<file path="src/rtl/pa_pkg.sv">
// constants, register map and decode helpers for the 8-bit port a block
// Function
// - the port has eight pins, each set as input or output on its own.
// - after reset or hardware standby every pin is an input, apart from the address pin in modes 3 and 4.
// - in modes 3 and 4 the top pin always drives address bit 20, whatever software writes.
// - a direction bit of 1 makes its pin an output and 0 makes it an input.
// - the direction register is write-only and reads back as all ones.
// - the direction register resets to 00 in modes 1, 2, 5, 6 and 7 and to 80 in modes 3 and 4.
// - software standby keeps the direction register, so outputs keep driving.
// - a general output pin drives its stored data bit.
// - a data read gives the stored bit where direction is 1 and the pin level where it is 0.
// - the data register clears to 00 on reset and hardware standby and holds in software standby.
// - pins not claimed by another unit work as plain general input/output.
// - in modes 1, 2, 6 and 7 a channel 2 b compare setting makes the top pin drive the compare output.
// - otherwise the top pin is input at direction 0, port output at 1 with pattern off, pattern output with it on.
// - the b compare setting applies for field 001 or 01x; 000 or top bit set leaves port or pattern use.
// - the top pin as port input feeds the channel 2 b capture input when control top is 1 and pulse width is off.
package pa_pkg;

  // ----------------------------------------------------------------
  // register map
  // ----------------------------------------------------------------
  localparam logic [23:0] PA_DIR_IDX = 24'hee009;
  localparam logic [23:0] PA_DATA_IDX = 24'hfffd9;
  localparam logic [31:0] PA_DIR_ADDR = {6'h00, PA_DIR_IDX, 2'h0};
  localparam logic [31:0] PA_DATA_ADDR = {6'h00, PA_DATA_IDX, 2'h0};

  // ----------------------------------------------------------------
  // reset values and fields
  // ----------------------------------------------------------------
  localparam logic [7:0] PA_DIR_RST = 8'h00;
  localparam logic [7:0] PA_DIR_RST_ADDR = 8'h80;
  localparam logic [7:0] PA_DATA_RST = 8'h00;
  localparam logic [7:0] PA_DIR_READ = 8'hff;
  localparam logic [7:0] PA_TOP_MASK = 8'h80;
  localparam int PA_TOP_BIT = 7;
  localparam logic [2:0] PA_MODE_3 = 3'h3;
  localparam logic [2:0] PA_MODE_4 = 3'h4;
  localparam logic [1:0] PA_HTRANS_NONSEQ = 2'h2;

  // ----------------------------------------------------------------
  // decode helpers
  // ----------------------------------------------------------------
  function automatic logic pa_addr_mode(input logic [2:0] mode);
    pa_addr_mode = (mode == PA_MODE_3) || (mode == PA_MODE_4);
  endfunction

  // compare on b for field 001 or 01x
  function automatic logic pa_b_compare(input logic [2:0] ctrl);
    pa_b_compare = !ctrl[2] && (ctrl[1:0] != 2'h0);
  endfunction

  // direction value that mode allows to be stored
  function automatic logic [7:0] pa_dir_fix(input logic [7:0] v, input logic [2:0] mode);
    pa_dir_fix = pa_addr_mode(mode) ? (v | PA_TOP_MASK) : v;
  endfunction

endpackage

</file>
<file path="src/rtl/pa_port_a.sv">
// port a: direction and data registers, pin muxing, ahb-lite slave
//
// The implementer's own choice: register access over AHB-Lite.
`timescale 1ns/1ps
module pa_port_a
  import pa_pkg::*;
(
  // clock, reset, enable
  input wire logic hclk,
  input wire logic hresetn,
  input wire logic ce,
  // ahb-lite slave
  input wire logic hsel,
  input wire logic [31:0] haddr,
  input wire logic [1:0] htrans,
  input wire logic hwrite,
  input wire logic [2:0] hsize,
  input wire logic [31:0] hwdata,
  input wire logic hready,
  output logic hreadyout,
  output logic hresp,
  output logic [31:0] hrdata,
  // operating mode strap and standby
  input wire logic [2:0] op_mode,
  input wire logic hw_standby,
  // timer channel 2
  input wire logic ch2_b_ctrl_top,
  input wire logic ch2_b_ctrl_mid,
  input wire logic ch2_b_ctrl_low,
  input wire logic ch2_pulse_width_mode,
  input wire logic ch2_b_compare_out,
  output logic ch2_capture_compare_b,
  // timing pattern unit
  input wire logic [7:0] pattern_enable_reg_a,
  input wire logic [7:0] pattern_out_data,
  // address output
  input wire logic address_out_bit_20,
  // pins
  input wire logic [7:0] pin_in,
  output logic [7:0] pin_out,
  output logic [7:0] pin_oe
);

  // ----------------------------------------------------------------
  // pin and strap synchronisers
  // ----------------------------------------------------------------
  logic [7:0] pin_s1_r;
  logic [7:0] pin_s2_r;
  logic [2:0] mode_s1_r;
  logic [2:0] mode_s2_r;

  always_ff @(posedge hclk or negedge hresetn) begin
    if (!hresetn) begin
      pin_s1_r <= 8'h00;
      pin_s2_r <= 8'h00;
      mode_s1_r <= 3'h0;
      mode_s2_r <= 3'h0;
    end else if (ce) begin
      pin_s1_r <= pin_in;
      pin_s2_r <= pin_s1_r;
      mode_s1_r <= op_mode;
      mode_s2_r <= mode_s1_r;
    end
  end

  // ----------------------------------------------------------------
  // mode capture after reset release
  // ----------------------------------------------------------------
  // strap needs two edges through the synchroniser before it is trusted
  logic [1:0] init_cnt_r;
  logic init_done;
  logic [2:0] mode_r;
  logic addr_mode;

  assign init_done = (init_cnt_r == 2'h3);
  assign addr_mode = pa_addr_mode(mode_r);

  always_ff @(posedge hclk or negedge hresetn) begin
    if (!hresetn) begin
      init_cnt_r <= 2'h0;
    end else if (ce && !init_done) begin
      init_cnt_r <= init_cnt_r + 2'h1;
    end
  end

  // mode is latched once; a strap change later has no effect
  always_ff @(posedge hclk or negedge hresetn) begin
    if (!hresetn) begin
      mode_r <= 3'h0;
    end else if (ce && (init_cnt_r == 2'h2)) begin
      mode_r <= mode_s2_r;
    end
  end

  // ----------------------------------------------------------------
  // ahb-lite address phase capture
  // ----------------------------------------------------------------
  logic acc_start;
  logic wr_pend_r;
  logic wr_dir_r;
  logic wr_data_r;

  assign acc_start = hsel && hready && (htrans == PA_HTRANS_NONSEQ);

  always_ff @(posedge hclk or negedge hresetn) begin
    if (!hresetn) begin
      wr_pend_r <= 1'b0;
      wr_dir_r <= 1'b0;
      wr_data_r <= 1'b0;
    end else if (ce && hready) begin
      wr_pend_r <= acc_start && hwrite;
      wr_dir_r <= acc_start && hwrite && (haddr == PA_DIR_ADDR);
      wr_data_r <= acc_start && hwrite && (haddr == PA_DATA_ADDR);
    end
  end

  // zero wait states, only okay answers
  assign hreadyout = 1'b1;
  assign hresp = 1'b0;

  // ----------------------------------------------------------------
  // direction and data registers
  // ----------------------------------------------------------------
  logic [7:0] dir_r;
  logic [7:0] dir_nxt;
  logic [7:0] data_r;
  logic [7:0] data_nxt;

  always_comb begin
    dir_nxt = dir_r;
    data_nxt = data_r;
    if (hw_standby || (init_cnt_r == 2'h2)) begin
      // reset value depends on the strap, so it lands on the same edge as the mode capture
      dir_nxt = pa_addr_mode(init_done ? mode_r : mode_s2_r) ? PA_DIR_RST_ADDR : PA_DIR_RST;
      data_nxt = PA_DATA_RST;
    end else begin
      if (wr_dir_r) begin
        dir_nxt = pa_dir_fix(hwdata[7:0], mode_r);
      end
      if (wr_data_r) begin
        data_nxt = hwdata[7:0];
      end
    end
  end

  // no software standby input: registers simply hold, pins keep driving
  always_ff @(posedge hclk or negedge hresetn) begin
    if (!hresetn) begin
      dir_r <= PA_DIR_RST;
      data_r <= PA_DATA_RST;
    end else if (ce) begin
      dir_r <= dir_nxt;
      data_r <= data_nxt;
    end
  end

  // ----------------------------------------------------------------
  // read data
  // ----------------------------------------------------------------
  // next values forward a write still in its data phase
  logic [7:0] dir_eff;
  logic [7:0] port_read;

  assign dir_eff = pa_dir_fix(dir_r, mode_r);
  assign port_read = (pa_dir_fix(dir_nxt, mode_r) & data_nxt) | (~pa_dir_fix(dir_nxt, mode_r) & pin_s2_r);

  always_ff @(posedge hclk or negedge hresetn) begin
    if (!hresetn) begin
      hrdata <= 32'h0000_0000;
    end else if (ce && hready) begin
      hrdata <= 32'h0000_0000;
      if (acc_start && !hwrite && (haddr == PA_DIR_ADDR)) begin
        hrdata <= {24'h00_0000, PA_DIR_READ};
      end else if (acc_start && !hwrite && (haddr == PA_DATA_ADDR)) begin
        hrdata <= {24'h00_0000, port_read};
      end
    end
  end

  // ----------------------------------------------------------------
  // pin function selection
  // ----------------------------------------------------------------
  logic b_compare;
  logic top_is_input;

  assign b_compare = pa_b_compare({ch2_b_ctrl_top, ch2_b_ctrl_mid, ch2_b_ctrl_low});
  assign top_is_input = init_done && !addr_mode && !b_compare && !dir_eff[PA_TOP_BIT];

  always_comb begin
    // pattern only reaches pins whose direction bit is set
    pin_oe = dir_eff;
    for (int i = 0; i < 8; i++) begin
      pin_out[i] = pattern_enable_reg_a[i] ? pattern_out_data[i] : data_r[i];
    end
    if (!init_done) begin
      pin_oe = 8'h00;
      pin_out = 8'h00;
    end else if (addr_mode) begin
      pin_oe[PA_TOP_BIT] = 1'b1;
      pin_out[PA_TOP_BIT] = address_out_bit_20;
    end else if (b_compare) begin
      pin_oe[PA_TOP_BIT] = 1'b1;
      pin_out[PA_TOP_BIT] = ch2_b_compare_out;
    end
  end

  // capture input sees the synchronised pin level
  always_ff @(posedge hclk or negedge hresetn) begin
    if (!hresetn) begin
      ch2_capture_compare_b <= 1'b0;
    end else if (ce) begin
      ch2_capture_compare_b <= top_is_input && ch2_b_ctrl_top && !ch2_pulse_width_mode && pin_s2_r[PA_TOP_BIT];
    end
  end
endmodule

</file>
<file path="config.mk">
export PLATFORM = sky130hd
export DESIGN_NAME = pa_port_a
export DESIGN_NICKNAME = d
export VERILOG_FILES = /design/src/rtl/pa_pkg.sv /design/src/rtl/pa_port_a.sv
export SDC_FILE = /design/constraint.sdc
export NUM_CORES = 1
export LEC_CHECK = 0
export ABC_AREA = 1
export BUFFER_PORTS_ARGS = -buffer_cell sky130_fd_sc_hd__buf_2
export CORE_ASPECT_RATIO = 0.6
export CORE_MARGIN = 3
export CORE_UTILIZATION = 46
export DETAILED_ROUTE_END_ITERATION = 6
export PLACE_DENSITY = 0.79
export SLEW_MARGIN = 20
export SYNTH_ARGS = -nofsm -noshare
export SYNTH_HDL_FRONTEND = slang
export SYNTH_SLANG_ARGS = --single-unit
</file>
<file path="constraint.sdc">
create_clock -name hclk -period 1.9 [get_ports hclk]
set_input_delay 0.285 -clock hclk [delete_from_list [all_inputs] [get_ports hclk]]
set_output_delay 0.285 -clock hclk [all_outputs]
set_load 0.05 [all_outputs]
</file>
## Word level (Yosys, flattened, before mapping)

Index checks and enable logic that the tools add are counted.

- Register bits after elaboration: 78
- Input port bits: 109
- Output and inout bits: 51
- Word-level logic and storage cells: 82

- Add/subtract/negate cells: 1
- Equal/unequal tests: 9
- Mux-type cells: 27
- Bitwise operators: 4
- Reduce and logical (&&, ||, !) cells: 29

Operators with widths:

| kind | count |
|---|---|
| two-way mux 8 bit | 10 |
| equality test 32 x 22 -> 1 bit (second input constant) | 2 |
| logical AND 1 bit | 18 |
| AND 8 bit | 2 |
| two-way mux 1 bit | 14 |
| two-way mux 7 bit | 2 |
| inverter 8 bit | 1 |
| bitwise OR 8 bit | 1 |
| zero test 1 bit | 7 |
| equality test 2 bit (second input constant) | 3 |
| equality test 3 x 2 -> 1 bit (second input constant) | 2 |
| equality test 3 bit (second input constant) | 2 |
| logical OR 1 bit | 3 |
| two-way mux 3 bit | 1 |
| adder 2 x 1 -> 2 bit (second input constant) | 1 |
| nonzero test 2 bit | 1 |

## Depth between registers and ports, before layout

- Depth in word-level cells: 12
- Mapped depth: 11
- Gate-level depth less buffers: 11

## Worst setup path before layout

Ideal clock, no wire load.

- Path kind: register to output
- From: register init_cnt_r[1]
- To: output port pin_out[1]
- Data arrival time: 1.698 ns
- Data required time: 1.615 ns
- Setup slack: -0.083 ns
- Stages on the path, launching flop included: 5
- Buffers on the path: 1
- Cell sequence: dfrtp_1 -> ha_1 -> clkbuf_1 -> o21ai_0 -> a21oi_1

- Cells in the longest elaborated chain, start to end: 2

RTL lines:

| element | RTL line | source |
|---|---|---|
| start: declaration | pa_port_a.sv:70 | `logic [1:0] init_cnt_r;` |
| start signal: assignment | pa_port_a.sv:82 | `init_cnt_r <= init_cnt_r + 2'h1;` |
| equality test 2 bit | pa_port_a.sv:75 | `assign init_done = (init_cnt_r == 2'h3);` |
| two-way mux 7 bit | pa_port_a.sv:195 | `if (!init_done) begin` |
| end: declaration | pa_port_a.sv:40 | `output logic [7:0] pin_out,` |

No other way between the ends.

## Worst setup path in the final report

- From: register init_cnt_r[1]
- To: output port pin_out[5]

Same word-level chain as after synthesis.

==> flow_metrics.tcl <==
set metrics [dict create \
    status "finished, final reports clean" \
    mostFrequentLayoutCells "126 x nand2_1, 102 x buf_2, 63 x nor2_1, 54 x dfrtp_1, 45 x o21ai_0" \
    required_ns 1.62 \
    routed_wl_um 7960 \
    synth_compound_area_share_pct 12.8 \
    min_to "pin_s1_r[6]" \
    fin_cells 630 \
    finalCritPeriodShare_pct 94.1 \
    fmax_ghz 0.559 \
    drt.antenna.violating_nets 0 \
    p_total_mw 3.12 \
    synth_top_family_by_area "simple AND/OR/NAND/NOR gates" \
    final-setup-viol-count 0 \
    r2r_start "init_cnt_r[0]" \
    ys_ff_latch 54 \
    detail_route.iter0.violations 200 \
    rows 22 \
    fin_tns_setup_ns 0 \
    clkTransAtPathRegs_ns 0.10 \
    syn_area_um2 3100 \
    hpwl_um 6230 \
    cp_max_fo 8 \
    num_vias 3042 \
    io-pin-count 160 \
    die_x_um 112 \
    firstDrtPassIters 5 \
    antenna_found_initial 0 \
    leakagePower_nw 2.03 \
    drive_above_1_share_pct 24.5 \
    final_max_slew_viol_count 0 \
    cts-buffers-inserted 5 \
    hold_path.class "in2reg" \
    drv_cap 0 \
    pwr_density_cell_nw_per_um2 827 \
    grt_overflow 0 \
    grt_pass1_wl_um 12600 \
    h-tree-depth 2 \
    final.min_clock_period_ns 1.79 \
    timing.final.hold_violations 0 \
    synth_mux_area_share_pct 0 \
    syn_to_final_growth_pct 21.9 \
    die_height_um 69.6 \
    clock_sinks 54 \
    start_kind "flip-flop" \
    grt_max_degree 27 \
    start_util_pct 49.2 \
    crit_start "init_cnt_r[1]" \
    vias_per_cell 4.83 \
    portBuffers 106 \
    peakVddDrop_v 0.000507 \
    cts_tree "yes" \
    num_antenna_cells 0 \
    hold_path.startpoint "pin_in[6]" \
    netlist.area_leader.share_pct 43.6 \
    pre_cts_slack_ns 0.233 \
    grt_pass1_vias 2684 \
    ys_types 25 \
    yosys-top-cells-area "dfrtp_1 44%, nand2_1 15%, nor2_1 7.6%" \
    track_usage_pct 20.1 \
    clockBufferDepth 2 \
    yosysTopAreaCell "dfrtp_1" \
    mostFrequentLayoutCell "nand2_1" \
    synth.avg_cell_area_um2 7.08 \
    ys_warn_count 0 \
    synthXorXnorAreaFrac_pct 0.283 \
    nets 656 \
    clk_latency_ns 0.31 \
    synthSimpleGateAreaFrac_pct 28.3 \
    fin_hold_ws_ns 0.166 \
    end_kind "primary output" \
    coreArea_um2 6300 \
    synthAdderAreaFrac_pct 0.807 \
    drc 0 \
    dieArea_um2 7790 \
    cts_root_buf "clkbuf_8" \
    wl_per_cell_um 12.6 \
    timing.final.ws_setup_ns 0.111 \
    arrival_ns 1.50 \
    reg2reg_slack_ns 0.13 \
    whs_path_depth 3 \
    r2r-end "hrdata[4]" \
    yosysSeqAreaShare_pct 43.6 \
    placed_cells 620 \
    path_class "reg2out" \
    place_congestion 0.827 \
    fin_skew_ns 0.00510 \
    synth_cells 438 \
    r2r_cells 9 \
]
[flip-flops by register name, summed over array words and instances (netlist names)]
name,count
wr_dir_r,1
data_r,8
hrdata,8
dir_r,8
ch2_capture_compare_b,1
init_cnt_r,2
pin_s1_r,8
mode_r,3
mode_s1_r,3
wr_data_r,1
pin_s2_r,8
mode_s2_r,3
[routing by layer]
metal / vias to the layer above / wire length [um] / GRT usage, %
met5: - / 0 / 0
li1: 1535 / - / -
met3: 10 / 542 / 4.01
met4: 0 / 103 / 4.67
met1: 1380 / 3840 / 29.8
met2: 117 / 3470 / 30.3
[worst max-delay path by stage]
stage | to | slack [ns] | cells after the start
2_1_floorplan | pin_out[7] | 0.13 | 5
3_3_place_gp | hrdata[7] | 0.26 | 8
3_5_place_dp | hrdata[7] | 0.23 | 8
4_1_cts | pin_out[0] | 0.02 | 4
5_1_grt | pin_out[7] | -0.02 | 7
6_report | pin_out[5] | 0.11 | 4
[Yosys cell counts]
cell type / instances
nor2_1: 63
o22ai_1: 2
a21oi_1: 24
nand2_4: 1
nand3_1: 16
ha_1: 2
conb_1: 2
nor3_1: 3
or3_1: 1
dfrtp_1: 54
a31oi_1: 1
nand2_1: 127
xor2_1: 1
nand4_1: 3
clkbuf_1: 9
nor2_4: 1
inv_2: 4
o21ai_1: 5
nor2_2: 1
nand3b_1: 2
a21oi_2: 1
buf_6: 2
buf_4: 28
o21ai_0: 45
inv_1: 40
[cells by family after synthesis]
logic type / Yosys count
flip-flops: 54
other: 2
adder cells (fa/ha/maj): 2
AND/OR/NAND/NOR: 218
AO/OA/AOI/OAI: 78
XOR/XNOR: 1
buffers and inverters: 83
[where the power goes]
part / switching, mW / internal, mW / total, mW
sequential: 0.0990 / 1.27 / 1.37
combinational: 0.751 / 0.324 / 1.07
clock: 0.377 / 0.302 / 0.679
total: 1.23 / 1.90 / 3.12
[repair_timing]
action,CTS,global route
gates cloned,0,0
gates resized for setup,2,8
hold buffers,1,0
pin swaps,0,0
setup buffers,0,1
endpoints found under the setup margin,8,10
endpoints found under the hold margin,19,0
[critical path, stage by stage, from the launching register on]
cell	delay, ns
dfrtp_1	0.43
ha_4	0.21
inv_1	0.23
nor2_1	0.09
clkbuf_4	0.22
[area by class of cell]
cell class	instances	area, um2
Fill cell	627	2530
Multi-Input combinational cell	325	1430
Sequential cell	54	1350
Timing Repair Buffer	115	627
Inverter	44	165
Tap cell	84	105
Clock buffer	7	86.3
Clock inverter	1	8.76
[stage by stage]
step / instance area (um2) / utilization, %
4_1_cts: 3740 / 59.3
2_1_floorplan: 3200 / -
6_report: 3780 / 59.9
3_3_place_gp: 3630 / 57.6
5_1_grt: 3780 / 59.9
3_5_place_dp: 3630 / 57.6
Power figures use the tool's default switching activity.
